### src/shared/mfe_pkg.sv
package mfe_pkg;

  // --------------------------------------------------------------
  // Register map (APB byte addresses)
  // --------------------------------------------------------------
  localparam logic [11:0] ADDR_FEAT_LO = 12'h000;
  localparam logic [11:0] ADDR_FEAT_HI = 12'h004;
  localparam logic [11:0] ADDR_STATUS = 12'h008;

  // --------------------------------------------------------------
  // Field positions in the 64-bit feature register
  // --------------------------------------------------------------
  localparam int BIT_THERM_FIRST_EN = 3;
  localparam int BIT_THERM_SECOND_EN = 13;
  localparam int BIT_WATCH_ON = 18;
  localparam int BIT_ADJ_PF_DIS = 19;
  localparam int BIT_CAP_LEAF = 22;

  // Status word bit positions
  localparam int ST_THERM_SECOND_ACTIVE = 0;
  localparam int ST_UD_SEEN = 1;

  // --------------------------------------------------------------
  // Reset values and constants
  // --------------------------------------------------------------
  localparam logic [63:0] FEAT_RESET = 64'h0000_0000_0004_0008;
  localparam logic [7:0] CAPPED_LEAF = 8'h03;
  localparam int LEAF1_WATCH_BIT = 3;
  localparam logic [31:0] LEAF_STD_MAX = 32'h0000_0000;
  localparam logic [31:0] LEAF_FEATURES = 32'h0000_0001;
  localparam logic [1:0] LINES_ONE = 2'h1;
  localparam logic [1:0] LINES_TWO = 2'h2;

  // Identification request/answer carrier
  typedef struct packed {
    logic valid;
    logic [31:0] leaf;
  } mfe_id_req_type;

  typedef struct packed {
    logic valid;
    logic [31:0] accumulator_reg;
  } mfe_id_rsp_type;

  // Watch-instruction issue carrier
  typedef struct packed {
    logic valid;
    logic is_wait;
  } mfe_watch_req_type;

endpackage

### src/design/mfe_top.sv
// The address map and the APB register port were decided locally.
`timescale 1ns/1ps
// Functional notes
// [RL1] Second monitor bit clear: voltage outputs and ratio stay when hot.
// [RL2] Firmware leaves second monitor bit unless leaf1 count_reg bit 8 set.
// [RL3] Software must never disable both thermal monitors together.
// [RL4] Watch bit 18 set (default): monitor and wait instructions execute.
// [RL5] Watch bit clear: those instructions raise invalid-opcode instead.
// [RL6] Leaf 1 accumulator bit 3 reflects the watch bit.
// [RL7] OS changes watch bit only when leaf1 count_reg bit 0 set.
// [RL8] Firmware should leave the watch bit at default.
// [RL9] Prefetch disable bit 19 set: fetch one line of 128-byte sector.
// [RL10] Prefetch disable clear: fetch both lines of the sector.
// [RL11] Single-processor keeps prefetch disable clear; servers tune it.
// [RL12] Cap bit 22 set: leaf 0 returns 3 in accumulator bits 7:0.
// [RL13] Cap bit clear (default): leaf 0 returns true highest leaf.
// [RL14] Firmware reads leaf 0 before setting the cap bit.
// [RL15] Firmware should offer a setup option for old systems.
// [RL16] Second monitor bit set and die at threshold: lower ratio and voltage.
// [RL17] Cap bit supported only when native highest leaf exceeds 3; the code honours it for any NATIVE_MAX_LEAF.
// [RL18] Reserved bits store writes but steer nothing.
module mfe_top #(
  parameter logic [7:0] NATIVE_MAX_LEAF = 8'h05,
  parameter logic [5:0] THERM_VOLT_CODE = 6'h10,
  parameter logic [4:0] THERM_RATIO = 5'h08
) (
  input wire logic pclk,
  input wire logic presetn,
  input wire logic psel,
  input wire logic penable,
  input wire logic pwrite,
  input wire logic [11:0] paddr,
  input wire logic [31:0] pwdata,
  input wire logic [3:0] pstrb,
  output logic [31:0] prdata,
  output logic pready,
  output logic pslverr,
  input wire logic thermal_hot,
  input wire logic [5:0] nominal_volt_code,
  input wire logic [4:0] nominal_ratio,
  output logic [5:0] voltage_ident_outputs,
  output logic [4:0] core_ratio,
  input wire mfe_pkg::mfe_watch_req_type watch_req,
  output logic watch_exec,
  output logic invalid_opcode,
  input wire mfe_pkg::mfe_id_req_type id_req,
  output mfe_pkg::mfe_id_rsp_type id_rsp,
  output logic [1:0] prefetch_lines
);

  // ------------------------------------------------------------
  // Register file
  // ------------------------------------------------------------
  logic [63:0] feat_reg;
  logic ud_seen_reg;
  logic wr_lo;
  logic wr_hi;
  logic access;
  logic [31:0] lo_merge;

  function automatic logic [31:0] strb_merge(input logic [31:0] old,
                                             input logic [31:0] nw,
                                             input logic [3:0] be);
    logic [31:0] r;
    r = old;
    for (int i = 0; i < 4; i++) begin
      if (be[i]) begin
        r[i*8 +: 8] = nw[i*8 +: 8];
      end
    end
    return r;
  endfunction

  assign access = psel && penable;
  assign wr_lo = access && pwrite && (paddr == mfe_pkg::ADDR_FEAT_LO);
  assign wr_hi = access && pwrite && (paddr == mfe_pkg::ADDR_FEAT_HI);
  assign lo_merge = strb_merge(feat_reg[31:0], pwdata, pstrb);

  // Reserved bits are stored as written but feed no logic
  always_ff @(posedge pclk or negedge presetn) begin
    if (!presetn) begin
      feat_reg <= mfe_pkg::FEAT_RESET;
    end else if (wr_lo) begin
      feat_reg[31:0] <= lo_merge; // [RL18]
    end else if (wr_hi) begin
      feat_reg[63:32] <= strb_merge(feat_reg[63:32], pwdata, pstrb);
    end
  end

  // Zero-wait slave; pready is registered so it lands in access phase
  always_ff @(posedge pclk or negedge presetn) begin
    if (!presetn) begin
      pready <= 1'b0;
      pslverr <= 1'b0;
      prdata <= 32'h0000_0000;
    end else begin
      pready <= psel && !penable;
      pslverr <= 1'b0;
      prdata <= 32'h0000_0000;
      if (psel && !penable) begin
        case (paddr)
          mfe_pkg::ADDR_FEAT_LO: prdata <= feat_reg[31:0];
          mfe_pkg::ADDR_FEAT_HI: prdata <= feat_reg[63:32];
          mfe_pkg::ADDR_STATUS: begin
            prdata[mfe_pkg::ST_THERM_SECOND_ACTIVE] <=
              voltage_ident_outputs == THERM_VOLT_CODE
              && feat_reg[mfe_pkg::BIT_THERM_SECOND_EN];
            prdata[mfe_pkg::ST_UD_SEEN] <= ud_seen_reg;
          end
          default: pslverr <= 1'b1;
        endcase
      end
    end
  end

  // ------------------------------------------------------------
  // Thermal control
  // ------------------------------------------------------------
  always_ff @(posedge pclk or negedge presetn) begin
    if (!presetn) begin
      voltage_ident_outputs <= 6'h00;
      core_ratio <= 5'h00;
    end else if (thermal_hot && feat_reg[mfe_pkg::BIT_THERM_SECOND_EN]) begin
      voltage_ident_outputs <= THERM_VOLT_CODE; // [RL16]
      core_ratio <= THERM_RATIO; // [RL16]
    end else begin
      voltage_ident_outputs <= nominal_volt_code; // [RL1]
      core_ratio <= nominal_ratio; // [RL1]
    end
  end

  // ------------------------------------------------------------
  // Watch instructions
  // ------------------------------------------------------------
  always_ff @(posedge pclk or negedge presetn) begin
    if (!presetn) begin
      watch_exec <= 1'b0;
      invalid_opcode <= 1'b0;
      ud_seen_reg <= 1'b0;
    end else begin
      watch_exec <= watch_req.valid && feat_reg[mfe_pkg::BIT_WATCH_ON]; // [RL4]
      invalid_opcode <= watch_req.valid
        && !feat_reg[mfe_pkg::BIT_WATCH_ON]; // [RL5]
      // Set wins over a clear written in the same cycle
      if (watch_req.valid && !feat_reg[mfe_pkg::BIT_WATCH_ON]) begin
        ud_seen_reg <= 1'b1;
      end else if (access && pwrite && paddr == mfe_pkg::ADDR_STATUS
                   && pwdata[mfe_pkg::ST_UD_SEEN]) begin
        ud_seen_reg <= 1'b0;
      end
    end
  end

  // ------------------------------------------------------------
  // Identification answers and prefetch width
  // ------------------------------------------------------------
  always_ff @(posedge pclk or negedge presetn) begin
    if (!presetn) begin
      id_rsp <= '0;
      prefetch_lines <= mfe_pkg::LINES_TWO;
    end else begin
      id_rsp.valid <= id_req.valid;
      id_rsp.accumulator_reg <= 32'h0000_0000;
      if (id_req.leaf == mfe_pkg::LEAF_STD_MAX) begin
        id_rsp.accumulator_reg[7:0] <= feat_reg[mfe_pkg::BIT_CAP_LEAF]
          ? mfe_pkg::CAPPED_LEAF : NATIVE_MAX_LEAF; // [RL12] [RL13]
      end else if (id_req.leaf == mfe_pkg::LEAF_FEATURES) begin
        id_rsp.accumulator_reg[mfe_pkg::LEAF1_WATCH_BIT] <=
          feat_reg[mfe_pkg::BIT_WATCH_ON]; // [RL6]
      end
      prefetch_lines <= feat_reg[mfe_pkg::BIT_ADJ_PF_DIS]
        ? mfe_pkg::LINES_ONE : mfe_pkg::LINES_TWO; // [RL9] [RL10]
    end
  end

  // ------------------------------------------------------------
  // Checks
  // ------------------------------------------------------------
  // Gated on sampled reset high: the edge of release still loads reset values
  property p_cool_passes;
    @(posedge pclk) disable iff (!presetn)
    presetn && !feat_reg[mfe_pkg::BIT_THERM_SECOND_EN] |=>
      voltage_ident_outputs == $past(nominal_volt_code)
      && core_ratio == $past(nominal_ratio);
  endproperty
  a_cool_passes: assert property (p_cool_passes) // [RL1]
    else $error("ratio or voltage changed with second monitor off");

  property p_hot_engage;
    @(posedge pclk) disable iff (!presetn)
    (presetn && feat_reg[mfe_pkg::BIT_THERM_SECOND_EN] && thermal_hot) |=>
      voltage_ident_outputs == THERM_VOLT_CODE && core_ratio == THERM_RATIO;
  endproperty
  a_hot_engage: assert property (p_hot_engage) // [RL16]
    else $error("second monitor did not engage at threshold");

  property p_watch_exec;
    @(posedge pclk) disable iff (!presetn)
    (watch_req.valid && feat_reg[mfe_pkg::BIT_WATCH_ON]) |=>
      watch_exec && !invalid_opcode;
  endproperty
  a_watch_exec: assert property (p_watch_exec) // [RL4]
    else $error("watch instruction not executed");

  property p_watch_ud;
    @(posedge pclk) disable iff (!presetn)
    (watch_req.valid && !feat_reg[mfe_pkg::BIT_WATCH_ON]) |=>
      invalid_opcode && !watch_exec ##1 ud_seen_reg;
  endproperty
  a_watch_ud: assert property (p_watch_ud) // [RL5]
    else $error("disabled watch instruction did not fault");

  property p_leaf1_bit;
    @(posedge pclk) disable iff (!presetn)
    (id_req.valid && id_req.leaf == mfe_pkg::LEAF_FEATURES) |=>
      id_rsp.valid && id_rsp.accumulator_reg[mfe_pkg::LEAF1_WATCH_BIT]
        == $past(feat_reg[mfe_pkg::BIT_WATCH_ON]);
  endproperty
  a_leaf1_bit: assert property (p_leaf1_bit) // [RL6]
    else $error("leaf 1 watch bit mismatch");

  property p_prefetch_one;
    @(posedge pclk) disable iff (!presetn)
    feat_reg[mfe_pkg::BIT_ADJ_PF_DIS] [*2] |->
      prefetch_lines == mfe_pkg::LINES_ONE;
  endproperty
  a_prefetch_one: assert property (p_prefetch_one) // [RL9]
    else $error("prefetch not single line");

  property p_prefetch_two;
    @(posedge pclk) disable iff (!presetn)
    !feat_reg[mfe_pkg::BIT_ADJ_PF_DIS] [*2] |->
      prefetch_lines == mfe_pkg::LINES_TWO;
  endproperty
  a_prefetch_two: assert property (p_prefetch_two) // [RL10]
    else $error("prefetch not both lines");

  property p_leaf0_cap;
    @(posedge pclk) disable iff (!presetn)
    (id_req.valid && id_req.leaf == mfe_pkg::LEAF_STD_MAX
     && feat_reg[mfe_pkg::BIT_CAP_LEAF]) |=>
      id_rsp.accumulator_reg[7:0] == mfe_pkg::CAPPED_LEAF;
  endproperty
  a_leaf0_cap: assert property (p_leaf0_cap) // [RL12]
    else $error("leaf 0 not capped at 3");

  property p_leaf0_native;
    @(posedge pclk) disable iff (!presetn)
    (id_req.valid && id_req.leaf == mfe_pkg::LEAF_STD_MAX
     && !feat_reg[mfe_pkg::BIT_CAP_LEAF]) |=>
      id_rsp.accumulator_reg[7:0] == NATIVE_MAX_LEAF;
  endproperty
  a_leaf0_native: assert property (p_leaf0_native) // [RL13]
    else $error("leaf 0 not native maximum");

  property p_reserved_inert;
    @(posedge pclk) disable iff (!presetn)
    (wr_lo && lo_merge[mfe_pkg::BIT_ADJ_PF_DIS]
     == feat_reg[mfe_pkg::BIT_ADJ_PF_DIS]) |=> ##1 $stable(prefetch_lines);
  endproperty
  a_reserved_inert: assert property (p_reserved_inert) // [RL18]
    else $error("reserved write steered prefetch");

endmodule // mfe_top

### config.mk
export PLATFORM = sky130hd
export DESIGN_NAME = mfe_top
export DESIGN_NICKNAME = d
export VERILOG_FILES = /design/src/shared/mfe_pkg.sv /design/src/design/mfe_top.sv
export SDC_FILE = /design/constraint.sdc
export NUM_CORES = 1
export LEC_CHECK = 0
export BUFFER_PORTS_ARGS = -buffer_cell sky130_fd_sc_hd__buf_2
export CORE_ASPECT_RATIO = 0.5
export CORE_MARGIN = 2
export CORE_UTILIZATION = 36
export DETAILED_ROUTE_END_ITERATION = 16
export SETUP_SLACK_MARGIN = 0.15
export SYNTH_ARGS = -nofsm -noshare
export SYNTH_HDL_FRONTEND = slang
export SYNTH_SLANG_ARGS = --single-unit
export TNS_END_PERCENT = 30
### constraint.sdc
create_clock -name pclk -period 1.3 [get_ports pclk]
set_input_delay 0.13 -clock pclk [delete_from_list [all_inputs] [get_ports pclk]]
set_output_delay 0.13 -clock pclk [all_outputs]
set_load 0.1 [all_outputs]
== Yosys cells after proc, flatten, opt, wreduce, memory -nomap -nowiden ==
Cells that the tools add are included.
Cells by class
  eq/ne operators: 4
  shifts and indexed selects: 0
  $add $sub $neg: 0
  divide/modulo/power cells: 0
  reductions and logical operators: 25
  $mul: 0
  multiplexer cells: 14
  magnitude comparators: 0
  bitwise gates (word level): 1
Operators with widths (number)
  30-bit one-hot mux with 2 select lines: 1
  32-bit by 1-bit equality test with 1-bit output, second input constant: 1
  32-bit logical NOT: 1
  32-bit 2-to-1 mux: 1
  12-bit by 3-bit equality test with 1-bit output, second input constant: 1
  12-bit by 4-bit equality test with 1-bit output, second input constant: 1
  12-bit logical NOT: 1
  3-bit AND reduction: 4
  1-bit logical AND: 11
  2-bit AND reduction: 4
  6-bit by 5-bit equality test with 1-bit output, second input constant: 1
  1-bit 2-to-1 mux: 6
  3-bit 2-to-1 mux: 2
  6-bit 2-to-1 mux: 1
  2-bit one-hot mux with 3 select lines: 1
  5-bit 2-to-1 mux: 1
  3-bit OR reduction: 1
  1-bit logical NOT: 2
  2-bit 2-to-1 mux: 1
  2-bit nonzero test: 1
  1-bit inverter: 1
Word-level totals
  word-level logic and storage cells: 63
  bits in writable memories: 0
  bits in latches: 0
  memories: 0
  output and inout port bits: 82
  bits of input ports: 100
  register bits after elaboration: 123
  bits in read-only memories: 0

== Depth between registers and ports, before layout ==
Gate-level depths: netlist of the first run.
  depth after elaboration: 6
  mapped depth: 4
  gate-level depth less buffers: 3

== Least setup slack after synthesis of the first run ==
No wires, ideal clock.
  kind: input-to-reg
  start: in paddr[9]
  end: reg feat_reg[32]
  path slack: -0.579 ns
  required time: 1.175 ns
  arrival time: 1.754 ns
  library setup time: 0.125 ns
  stages on the path: 4
  path buffers: 1
  path through: or4_1 -> buf_2 -> nor4_4 -> mux2_2
On the way
  longest elaborated chain between the ends: 4
  elaborated cells on any way between the ends: 6
  classes of those cells: 1 x eq/ne; 1 x bitwise; 4 x reduce/logical
Ends and longest elaborated chain
  start: declaration: RTL line mfe_top.sv:32  | input wire logic [11:0] paddr,
  12-bit logical NOT: RTL line mfe_top.sv:75  | assign wr_lo = access && pwrite && (paddr == mfe_pkg::ADDR_FEAT_LO);
  1-bit logical AND: RTL line mfe_top.sv:75
  1-bit inverter (no line)
  3-bit AND reduction (no line) (*)
  end signal: assignment: RTL line mfe_top.sv:82  | feat_reg <= mfe_pkg::FEAT_RESET;
  end signal: assignment: RTL line mfe_top.sv:86  | feat_reg[63:32] <= strb_merge(feat_reg[63:32], pwdata, pstrb);
  end: declaration: RTL line mfe_top.sv:54  | logic [63:0] feat_reg;
Every way passes the cells marked *; elsewhere a longest branch is shown, timed or not.
A chain may end at the register's enable or synchronous reset.

== Worst setup path in the final report of the first run ==
  start: in paddr[9]
  end: reg feat_reg[23]
On the way
  longest elaborated chain between the ends: 3
Ends and longest elaborated chain
  12-bit logical NOT: RTL line mfe_top.sv:75
  1-bit logical AND: RTL line mfe_top.sv:75
  2-bit AND reduction (no line)
  end signal: assignment: RTL line mfe_top.sv:82
  end signal: assignment: RTL line mfe_top.sv:84  | feat_reg[31:0] <= lo_merge;
Every way passes these cells.

==> results summary, run 1 <==
The number of vias in the routed layout is 3672. The final-report max-slew violation count is 0. In this run the cell area of the synthesized design comes to ~5000 sq um.

After technology mapping, the gate count stands at 356. The arrival time at the worst endpoint came out at about 1800 ps. TritonCTS created 17 clock buffers.

The die is 87.3 um tall. The initial antenna violation count came to 0. The fraction of post-synthesis cell area in the top cell type by area is 0.582. For the worst setup path, the data required time is around 1600 ps. Timing analysis after detailed placement gives a worst setup slack of -643 ps.

In this run the power spent charging and discharging nets is 2400 uW. The share of synthesized registers carrying an async set or reset is 1.00. The via count of the first global-routing pass is 4067. The count of antenna diodes in the layout is 0. The clock network fraction of total power came out at 0.478. From synthesis to final layout, the design area changed by 62.3%. The worst setup path is of the in -> reg kind. Dividing the detail-routed wire length by the instance count gives 15.2 um. The endpoint with the worst hold slack is id_rsp[1]. The number of nets in the layout is approximately 700. The post-route standard cell area excluding fillers is ~8100 sq um. The final critical path time including I/O delays and setup came out at 1490 ps. The number of port buffers is roughly 150. The leakage power total came out at ~0.004 uW. The period utilization is 1.15.

The reg-to-reg setup timing slack came out at 90 ps. The combined global-route utilization of all metal layers is 0.176. The cell count of the worst reg-to-reg path came out at 3. The via density per instance is 4.55. The total internal power came out at 7070 uW. Detailed placement ended at an HPWL of 8130 um. The initial core utilization came out at 0.368. The clock latency reported for the late side of the worst-skew pair is 410 ps. The part of the total power dissipated in combinational logic is 0.126. The maximum fanout along the worst path is 8. The final reports fail on setup timing.

The number of hold violations in the final report is 0. The die covers 14900 sq um. The final weighted congestion of routability-driven global placement came out at 0.764. The core region is ~14000 sq um. The startpoint of the lowest-slack hold path is id_req[19]. In the post-synthesis netlist, the biggest area contributors are dfrtp_1 (58%), mux2_2 (13%), mux2i_1 (6.4%), buf_4 (4.2%), nor4_4 (3.4%). The average cell area after synthesis is about 14 sq um.

The tree is rooted in a clkbuf_16. The number of cells traversed by the worst hold path came out at 4. The overall die width came out at 171 um. The share of total power in sequential cells is 0.397.

The worst setup path is captured at a register. The proportion of synthesized chip area in sequential cells came out at 0.597. The post-layout worst setup margin is -189 ps. The endpoint identified for the worst register-to-register timing path is prdata[0]. The number of enable-type register cells in the synthesized netlist is 0. The detailed-router iteration count before antenna repair is 4. The first global-routing pass estimated slightly below 20000 um of wire. The switching share of power came out at 0.254. The routed wire length is 12300 um. After synthesis the netlist holds a flip-flop and latch count of around 120. The biggest area contributor in the post-synthesis netlist is dfrtp_1. The number of levels the H-tree was split into came out at 4. For this run the aggregate overflow at the end of global routing stands at 0.

The register clock-pin slew on the reported worst setup and hold paths came out at 50 ps. 182 I/O pins were placed. The upper clock frequency limit is ~670 MHz. The TritonCTS clock tree is yes. The total power density per cell area came out at 1170 nW/um^2. The number of DRC markers after the initial detailed-route iteration is 122. The worst hold path class is in -> reg. On the final layout, the worst clock skew is 8.56 ps. The standard-cell row count came out at 30.

STA classifies the critical path startpoint as an input port. The post-place instance area is 6330 sq um. The number of distinct library cell variants in the gate-level netlist after synthesis came out at 33. The maximum number of pins on one net before global-route repair came out at between 40 and 50. The final routed DRC violation total is 0.

The residual antenna-violating net count after detailed routing came out at 0. Of the cells placed in the final design, the portion with a size suffix greater than 1 is 0.504. The most instantiated flip-flop cell in the synthesis netlist is dfrtp_1. VDD sags by at most 0.000900 V. The register with the most flip-flops in the layout has 64 of them. The run finished, with violations left. For this run, the number of Yosys warnings is 0. The clock sink total came out at 119.

In this run the critical register-to-register path is launched from voltage_ident_outputs[5]. Setup repair after global routing could not meet its margin everywhere. The number of max-cap violations came out at 0. Setup violations remaining at the end of the flow were counted as 64.

The number of buffers on the longest clock path came out at 2.
[worst max-delay path: stages]
cell and delay (ps):
buf_6 90, or4_4 540, buf_12 160, nor4_4 360
buf_12 190, mux2_4 300
[per-stage QoR]
| stage | instances | TNS [ps] | utilization | hold slack, ps | total power [uW] |
|---|---|---|---|---|---|
| CTS | 807 | -8280 | 0.592 | 82.1 | 9550 |
| detailed placement | 727 | -46800 | 0.467 | 16.8 | 4800 |
| finish | 807 | -9080 | 0.598 | 86.5 | 9470 |
| global placement | 727 | -45450 | 0.467 | 17.5 | 4800 |
| floorplan | 383 | -35080 | - | -166 | 4510 |
| global route | 807 | -10760 | 0.598 | 112 | 9820 |
[layer usage]
| metal | vias up | track usage | wire [um] |
|---|---|---|---|
| li1 | 1699 | - | - |
| met1 | 1840 | 0.203 | 5110 |
| met2 | 116 | 0.315 | 6390 |
| met3 | 17 | 0.0463 | 529 |
| met4 | 0 | 0.0715 | 233 |
| met5 | - | 0 | 0 |
[kinds of logic (layout without fill, tap and decap cells)]
family | after synthesis | in the layout | synth area share
AOI/OAI and AO/OA | 4 | 4 | 0.00677
buffers and inverters | 41 | 273 | 0.0529
DFF | 119 | 119 | 0.597
muxes | 96 | 96 | 0.209
other | 1 | 28 | 0.000751
and+or+nand+nor | 95 | 95 | 0.134
[cell usage after synthesis (all sizes together), types with 2 or more instances]
master  instances
dfrtp         116
mux2           64
buf            35
mux2i          32
nor2           31
nor4           18
and2           10
clkbuf          4
nand2           4
nor3            4
or4b            4
or4bb           4
dfstp           3
nand2b          3
nand3           3
nand4           3
a211oi          2
inv             2
nor2b           2
or2             2
or4             2
[what timing repair did]
item                                   in CTS  in global routing
endpoints found under the hold margin     197                  0
pin swaps                                   7                  5
resized for setup                         176                 19
setup endpoints to repair                 121                 81
hold buffers                               47                  0
buffers inserted                            2                  0
cloned                                      0                  0
[layout by cell type, fill, tap and decap left out, types with 4 or more instances in the layout]
cell           instances
buf_2                 93
dlygate4sd3_1         47
and2_1                10
clkinv_2               5
nor4_4                 8
buf_12                22
dfrtp_1              116
mux2_4                64
conb_1                28
mux2i_1               32
nor4_1                 9
clkbuf_16             17
buf_4                 29
or4b_4                 4
buf_6                 46
nor2_1                31
nand2_1                4
nor3_1                 4
[worst max-delay path by stage]
stage                     startpoint           end  slack [ps]  depth (start not counted)
after floorplan             paddr[5]   feat_reg[6]        -570                          4
after global placement      paddr[9]  feat_reg[52]        -620                          6
after detailed placement    paddr[9]  feat_reg[41]        -640                          6
after CTS                   paddr[6]  feat_reg[23]        -200                          5
after global routing        paddr[9]  feat_reg[22]        -210                          6
final                       paddr[9]  feat_reg[23]        -190                          6
[final cells by class]
class | count | area [sq um]
clock buffers | 22 | 474
clock inverters | 9 | 100
fillers | 1059 | 5450
inverters | 2 | 7.51
multi-input cells | 223 | 2140
flip-flops and latches | 119 | 2980
well taps | 192 | 240
repair buffers | 240 | 2160
[power groups by stage]
stage	Sequential [uW]	Combinational [uW]	Clock, uW
final	3760	1190	4520
after global routing	3750	1250	4810
after CTS	3750	1170	4630
after detailed placement	3810	997	0
after global placement	3800	992	0
after floorplan	3980	531	0
(Power assumes the default switching activity.)
==> run 2: changes to the inputs <==
--- a/config.mk
+++ b/config.mk
@@ -6,11 +6,12 @@
 export NUM_CORES = 1
 export LEC_CHECK = 0
 export BUFFER_PORTS_ARGS = -buffer_cell sky130_fd_sc_hd__buf_2
-export CORE_ASPECT_RATIO = 0.5
+export CORE_ASPECT_RATIO = 0.6
 export CORE_MARGIN = 2
 export CORE_UTILIZATION = 36
 export DETAILED_ROUTE_END_ITERATION = 16
 export SETUP_SLACK_MARGIN = 0.15
+export SLEW_MARGIN = 20
 export SYNTH_ARGS = -nofsm -noshare
 export SYNTH_HDL_FRONTEND = slang
 export SYNTH_SLANG_ARGS = --single-unit
==> run 2 against run 1 <==
  * The run still ends with setup timing left
  * Global-route usage is 0.27 points higher
  * Maximum frequency is 0.67% higher
  * Critical endpoint is now feat_reg[39]
  * Clock-buffer cell count is 2 lower
  * Combinational power hardly changed
==> results summary, run 2 (synthesized netlist as in run 1, its figures left out) <==
The number of max-cap violations came out at 0 (unchanged). The clock root buffer is clkbuf_16 (unchanged). The clock latency reported for the late side of the worst-skew pair was 410 ps (about the same). The most common cell after layout, fill and taps aside was dfrtp_1 (unchanged). The initial core utilization was 0.367 (was 0.368). The TritonCTS clock tree was yes (unchanged). The period utilization came out at 1.14 (was 1.15). The cell class contributing the biggest share of worst-path delay is simple AND/OR/NAND/NOR gates (unchanged).

The clock sink total is 119 (unchanged). The routed wire length is 12700 um (was 12300 um). The critical path class is in -> reg (unchanged). Cells traversed along the worst timing path: buf_6 > or4_4 > buf_4 > nor4_4 > buf_12 > mux2_4 (was buf_6 > or4_4 > buf_12 > nor4_4 > buf_12 > mux2_4). The number of nets in the layout is 693 (was 703). The layout overhead on the synthesized area came out at 61.7% (was 62.3%). The source of the worst register-to-register timing path is feat_reg[18] (was voltage_ident_outputs[5]). The overall die width is 156 um (was 171 um). The TritonCTS buffer count is 17 (unchanged).

The mean routed wirelength per cell came out at 16.3 um (was 15.2 um). The total power is 10300 uW (was 9470 uW). Outcome: complete, but fails checks (unchanged). The maximum fanout along the worst path came out at 8 (unchanged). The instance count after placement with tap cells included is 700 (was 727). The overall die height is 95.2 um (was 87.3 um).

The register clock-pin slew on the reported worst setup and hold paths is 50 ps (about the same). The worst voltage drop across the vdd grid was 0.000698 V (was 0.000900 V). The via count of the first global-routing pass is 3930 (was 4067). The number of vias in the routed layout is 3604 (was 3672). The final core utilization is 0.594 (was 0.598). The number of hold violations in the final report is 0 (unchanged).

The worst path required time is 1590 ps (about the same). The number of flip-flops under the largest register name came out at 64 (unchanged). The count of final setup violators came to 64 (unchanged).

The post-layout worst setup margin is -179 ps (was -189 ps). The layout cell share with drive strength beyond 1 is 0.497 (was 0.504). The maximum number of pins on one net before global-route repair is 50 (was 44).

The worst hold path class is in -> reg (unchanged). The combined global-route utilization of all metal layers was 0.178 (was 0.176). The total of fill cells in the finished design is 1056 (was 1059). The detailed placer's ending HPWL is 8290 um (was 8130 um).

The final weighted congestion of routability-driven global placement came to 0.757 (was 0.764). The initial antenna violation count is 0 (unchanged). The wire length of the first global-routing pass came out at 20300 um (was 19800 um). The final standard cell count with taps included and fillers excluded came out at 781 (was 807). The standard-cell row count is 33 (was 30). The setup TNS after final layout is -8320 ps (was -9080 ps).

The standard cell core area came out at 13600 sq um (about the same). The global route total overflow came out at 0 (unchanged). The capturing element type of the critical path is a register (unchanged). The worst-path cell with the longest stage delay is or4_4 (unchanged). The number of buffers and inverters on the critical path is 3 (unchanged). The post-route worst hold slack is 96.1 ps (was 86.5 ps). RSZ-0062 raised after global routing: true (unchanged). The leakage power total came out at 0.00397 uW (was 0.00399 uW). The arrival time at the worst endpoint is 1770 ps (was 1780 ps).

The upper clock frequency limit came out at 676 MHz (was 672 MHz). The final routed DRC violation total is 0 (unchanged). The number of DRC markers after the initial detailed-route iteration is 99 (was 122).

The residual antenna-violating net count after detailed routing is 0 (unchanged). Violations in the final reports: setup timing (unchanged). The final worst clock skew was 7.31 ps (was 8.56 ps). The area enclosed by the die boundary came out at 14900 sq um (about the same). The count of antenna diodes in the layout is 0 (unchanged). The final critical path time including I/O delays and setup came out at 1480 ps (was 1490 ps).

The count of boundary I/O pins is 182 (unchanged). The number of port buffers was 152 (unchanged). The final-report max-slew violation count is 0 (unchanged).

The launching element of the worst setup path was paddr[6] (was paddr[9]). The via density per instance is 4.61 (was 4.55). Commonest cells after routing, fill and taps aside: dfrtp_1 (116), buf_2 (91), mux2_4 (64) (was dfrtp_1 (116), buf_2 (93), mux2_4 (64)). The number of buffers on the longest clock path came out at 2 (unchanged). The largest stage delay on the critical path came out at 660 ps (was 540 ps). The total power density per cell area came out at 1280 nW/um^2 (was 1170 nW/um^2). The kind of launch point of the worst setup path is an input port (unchanged). The detailed-router iteration count before antenna repair came out at 6 (was 4).

The number of levels the H-tree was split into came out at 4 (unchanged). The startpoint of the lowest-slack hold path was id_req[8] (was id_req[19]).
[run 2: changes by cell type in the layout (fill, tap and decap cells not counted), sizes merged]
cell and change:
buf -10, bufinv +4, clkbuf -2, clkinv -1
[run 2: stage by stage]
stage | area [sq um] | setup slack [ps]
after floorplan | 5200 | -573
after global placement | 6240 | -678
after detailed placement | 6240 | -697
after CTS | 7950 | -168
after global routing | 8070 | -200
final | 8070 | -179
[run 2: per-layer routing]
| metal | share of wire | wire length (um) | global-route usage |
|---|---|---|---|
| met5 | 0 | 0 | 0 |
| met4 | 0.012 | 157 | 0.0558 |
| met3 | 0.043 | 541 | 0.0468 |
| met2 | 0.48 | 6130 | 0.295 |
| met1 | 0.46 | 5890 | 0.233 |
[run 2: where the power goes]
group	switching [uW]	leakage [uW]	internal (uW)
registers	19.3	0.00161	3730
clock network	1700	0.000326	3700
logic	798	0.00203	379
total	2510	0.00397	7810
[run 2: path summary, 6_finish.rpt]
check	slack [ps]	end	cells after the start
max in group asynchronous	560	prefetch_lines[1]	3
max	-180	feat_reg[39]	6
max reg2reg	100	ud_seen_reg	3
min	100	id_rsp[2]	4
min in group asynchronous	150	prdata[21]	2
min reg2reg	430	prefetch_lines[0]	0
[run 2: repair_timing]
| item | in CTS | in global routing |
|---|---|---|
| pin swaps | 9 | 11 |
| hold buffers | 47 | 0 |
| setup buffers | 1 | 1 |
| resized for setup | 165 | 25 |
| hold endpoints to repair | 198 | 0 |
| setup endpoints to repair | 120 | 80 |
| cloned | 0 | 0 |
[run 2: worst register-to-register path, stage by stage (launching register included)]
cell and delay [ps]:
dfstp_2 580, nor2b_4 60, nand3b_1 150, o32a_1 290
[run 2: area by class of cell]
cell class | instances | area (sq um) | share of cell area
Clock buffer | 20 | 457 | 0.0566
Clock inverter | 12 | 223 | 0.0276
Inverter | 2 | 7.51 | 0.000930
Multi-Input combinational cell | 223 | 2130 | 0.264
Sequential cell | 119 | 2980 | 0.369
Tap cell | 175 | 219 | 0.0271
Timing Repair Buffer | 230 | 2050 | 0.254
==> run 3: changes to the inputs <==
--- a/config.mk
+++ b/config.mk
@@ -6,10 +6,14 @@
 export NUM_CORES = 1
 export LEC_CHECK = 0
 export BUFFER_PORTS_ARGS = -buffer_cell sky130_fd_sc_hd__buf_2
+export CAP_MARGIN = 15
+export CELL_PAD_IN_SITES_DETAIL_PLACEMENT = 1
+export CELL_PAD_IN_SITES_GLOBAL_PLACEMENT = 1
 export CORE_ASPECT_RATIO = 0.6
 export CORE_MARGIN = 2
-export CORE_UTILIZATION = 36
+export CORE_UTILIZATION = 39
 export DETAILED_ROUTE_END_ITERATION = 16
+export PLACE_DENSITY_LB_ADDON = 0.1
 export SETUP_SLACK_MARGIN = 0.15
 export SLEW_MARGIN = 20
 export SYNTH_ARGS = -nofsm -noshare
==> run 3 against run 2 <==
  * The run still ends with setup timing left
  * Clock power shrank 12%
  * Combinational power grew 4%
  * Via count grew 2.3%
  * Routed wire length grew 14%
  * Register-to-register slack is essentially flat
  * Flip-flop and latch count is the same
  * Clock skew grew 1.6 ps
  * Utilization grew 7.3 points
  * Hold slack lost 32 ps
==> results summary, run 3 (synthesized netlist as in run 1, its figures left out) <==
The layout overhead on the synthesized area came out at 63.9% (was 61.7%). The total power was 9740 uW (was 10300 uW). Outcome: complete, but fails checks (unchanged).

The worst-path cell with the longest stage delay was or4_4 (unchanged). The largest stage delay on the critical path is 670 ps (was 660 ps). The routed wire length came out at 14500 um (was 12700 um).

The number of max-cap violations was 0 (unchanged). The share of total power in sequential cells came out at 0.386 (was 0.364). The total of fill cells in the finished design came to 1169 (was 1056). Cells traversed along the worst timing path: buf_6 > or4_4 > nor4_4 > buf_4 > mux2_4 (was buf_6 > or4_4 > buf_4 > nor4_4 > buf_12 > mux2_4). The switching power summed over all nets is 2520 uW (was 2510 uW). The global route total overflow is 0 (unchanged). The overall die height is 91.6 um (was 95.2 um). The detailed placer's ending HPWL was 9090 um (was 8290 um).

The leakage power total came out at 0.00402 uW (was 0.00397 uW). The arrival time at the worst endpoint was 1780 ps (was 1770 ps). The clock network fraction of total power is 0.488 (was 0.522).

The final critical path time including I/O delays and setup came to 1490 ps (was 1480 ps). The period utilization is 1.15 (was 1.14). The initial core utilization is 0.407 (was 0.367).

The worst path required time is 1590 ps (about the same). The number of vias in the routed layout is 3687 (was 3604). The final-report max-slew violation count is 0 (unchanged). The kind of launch point of the worst setup path is an input port (unchanged). The mean routed wirelength per cell came out at 18.6 um (was 16.3 um). The maximum number of pins on one net before global-route repair is 50 (unchanged).

The number of nets in the layout is 702 (was 693). The worst hold path class is in -> reg (unchanged). The final worst clock skew is 8.91 ps (was 7.31 ps).

The part of the total power dissipated in combinational logic is 0.126 (was 0.114). The detailed-router iteration count before antenna repair came to 4 (was 6). The clock root buffer is clkbuf_16 (unchanged). The number of buffers on the longest clock path came out at 2 (unchanged). The standard cell core area is 12300 sq um (was 13600 sq um). The final routed DRC violation total came out at 0 (unchanged).

The upper clock frequency limit came out at 671 MHz (was 676 MHz). The TritonCTS clock tree is yes (unchanged). The count of antenna diodes in the layout was 0 (unchanged). The maximum fanout along the worst path came to 8 (unchanged). The count of final setup violators came out at 64 (unchanged).

The post-route standard cell area excluding fillers came out at 8180 sq um (was 8070 sq um). The number of levels the H-tree was split into came out at 4 (unchanged). The total internal power came out at 7210 uW (was 7810 uW). The overall die width is 150 um (was 156 um). The number of port buffers was 152 (unchanged). The total power density per cell area is 1190 nW/um^2 (was 1280 nW/um^2).

The instance count after placement with tap cells included is 695 (was 700). The capturing element type of the critical path is a register (unchanged). The critical path class is in -> reg (unchanged). The most common cell after layout, fill and taps aside is dfrtp_1 (unchanged). The post-place instance area came out at 6260 sq um (was 6240 sq um).

The register clock-pin slew on the reported worst setup and hold paths was 60 ps (was 50 ps). The clock sink total is 119 (unchanged). The cell class contributing the biggest share of worst-path delay is simple AND/OR/NAND/NOR gates (unchanged). The post-layout worst setup margin came to -190 ps (was -179 ps).

The via density per instance came out at 4.73 (was 4.61). The final standard cell count with taps included and fillers excluded is 780 (was 781). The final weighted congestion of routability-driven global placement was 0.752 (was 0.757). The area occupied by multi-input gates is 2130 sq um (about the same).

The via count of the first global-routing pass was 4256 (was 3930). The clock latency reported for the late side of the worst-skew pair came to 410 ps (about the same). The switching share of power is 0.259 (was 0.244). The area taken by flip-flops and latches came out at 2980 sq um (unchanged). The final core utilization is 0.668 (was 0.594). Commonest cells after routing, fill and taps aside: dfrtp_1 (116), buf_2 (92), mux2_4 (64) (was dfrtp_1 (116), buf_2 (91), mux2_4 (64)).

The combined global-route utilization of all metal layers is 0.225 (was 0.178). Violations in the final reports: setup timing (unchanged). The number of hold violations in the final report came out at 0 (unchanged).

The area enclosed by the die boundary is 13700 sq um (was 14900 sq um). The count of boundary I/O pins is 182 (unchanged). The initial antenna violation count is 0 (unchanged).

The worst voltage drop across the vdd grid came to 0.000794 V (was 0.000698 V). The number of buffers and inverters on the critical path is 2 (was 3). RSZ-0062 raised after global routing: true (unchanged). The residual antenna-violating net count after detailed routing was 0 (unchanged). The wire length of the first global-routing pass is 23400 um (was 20300 um). The layout cell share with drive strength beyond 1 came out at 0.501 (was 0.497). The TritonCTS buffer count is 17 (unchanged). The number of flip-flops under the largest register name came out at 64 (unchanged).

The standard-cell row count is 31 (was 33). The number of DRC markers after the initial detailed-route iteration is 99 (unchanged).
==> run 3: path summary, 6_finish.rpt <==
check                                   from                end  slack (ps)  depth (start not counted)
worst max-delay path                paddr[6]        feat_reg[1]        -190                          5
worst min-delay path              id_req[23]          id_rsp[3]          60                          4
worst max register to register  feat_reg[18]        ud_seen_reg         110                          3
worst min register to register  feat_reg[19]  prefetch_lines[0]         450                          0
max in group asynchronous            presetn       feat_reg[41]         620                          4
min in group asynchronous            presetn  prefetch_lines[0]         110                          2
==> run 3: worst register-to-register path, stage by stage (launching register included) <==
cell	delay, ps
dfstp_2	550
nor2b_4	50
nand3b_1	150
o32a_1	330
==> run 3: layer usage <==
layer  routed length, um  up-vias  track usage
met3                 741       19       0.0667
met4                 220        0       0.0676
li1                    -     1695            -
met2                7150      114        0.371
met5                   0        -            0
met1                6380     1859        0.287
==> run 3: timing repair <==
action | in CTS | in global routing
pin swaps | 9 | 4
setup endpoints to repair | 121 | 90
setup buffers | 3 | 3
gates resized for setup | 181 | 36
hold endpoints to repair | 199 | 0
cloned | 0 | 0
hold buffers | 47 | 0
==> run 3: cell type report <==
| class | instances | share of cell area |
|---|---|---|
| Sequential cell | 119 | 0.364 |
| Timing Repair Buffer | 239 | 0.276 |
| Multi-Input combinational cell | 223 | 0.260 |
| Clock buffer | 21 | 0.0551 |
| Tap cell | 165 | 0.0252 |
| Clock inverter | 11 | 0.0182 |
| Inverter | 2 | 0.000918 |
==> run 3: stage by stage <==
stage	setup slack (ps)	TNS [ps]	hold slack, ps
after detailed placement	-692	-43540	-17.8
after global routing	-220	-10620	101
final	-190	-9690	64.0
after CTS	-200	-8390	40.7
after global placement	-652	-43030	-17.8
after floorplan	-573	-35080	-166
==> run 3: power by group through the flow <==
stage / Clock, uW / Sequential [uW] / Combinational, uW
2_1_floorplan: 0 / 3980 / 531
3_3_place_gp: 0 / 3800 / 990
3_5_place_dp: 0 / 3810 / 1000
4_1_cts: 4850 / 3750 / 1190
5_1_grt: 5060 / 3760 / 1290
6_report: 4750 / 3760 / 1230
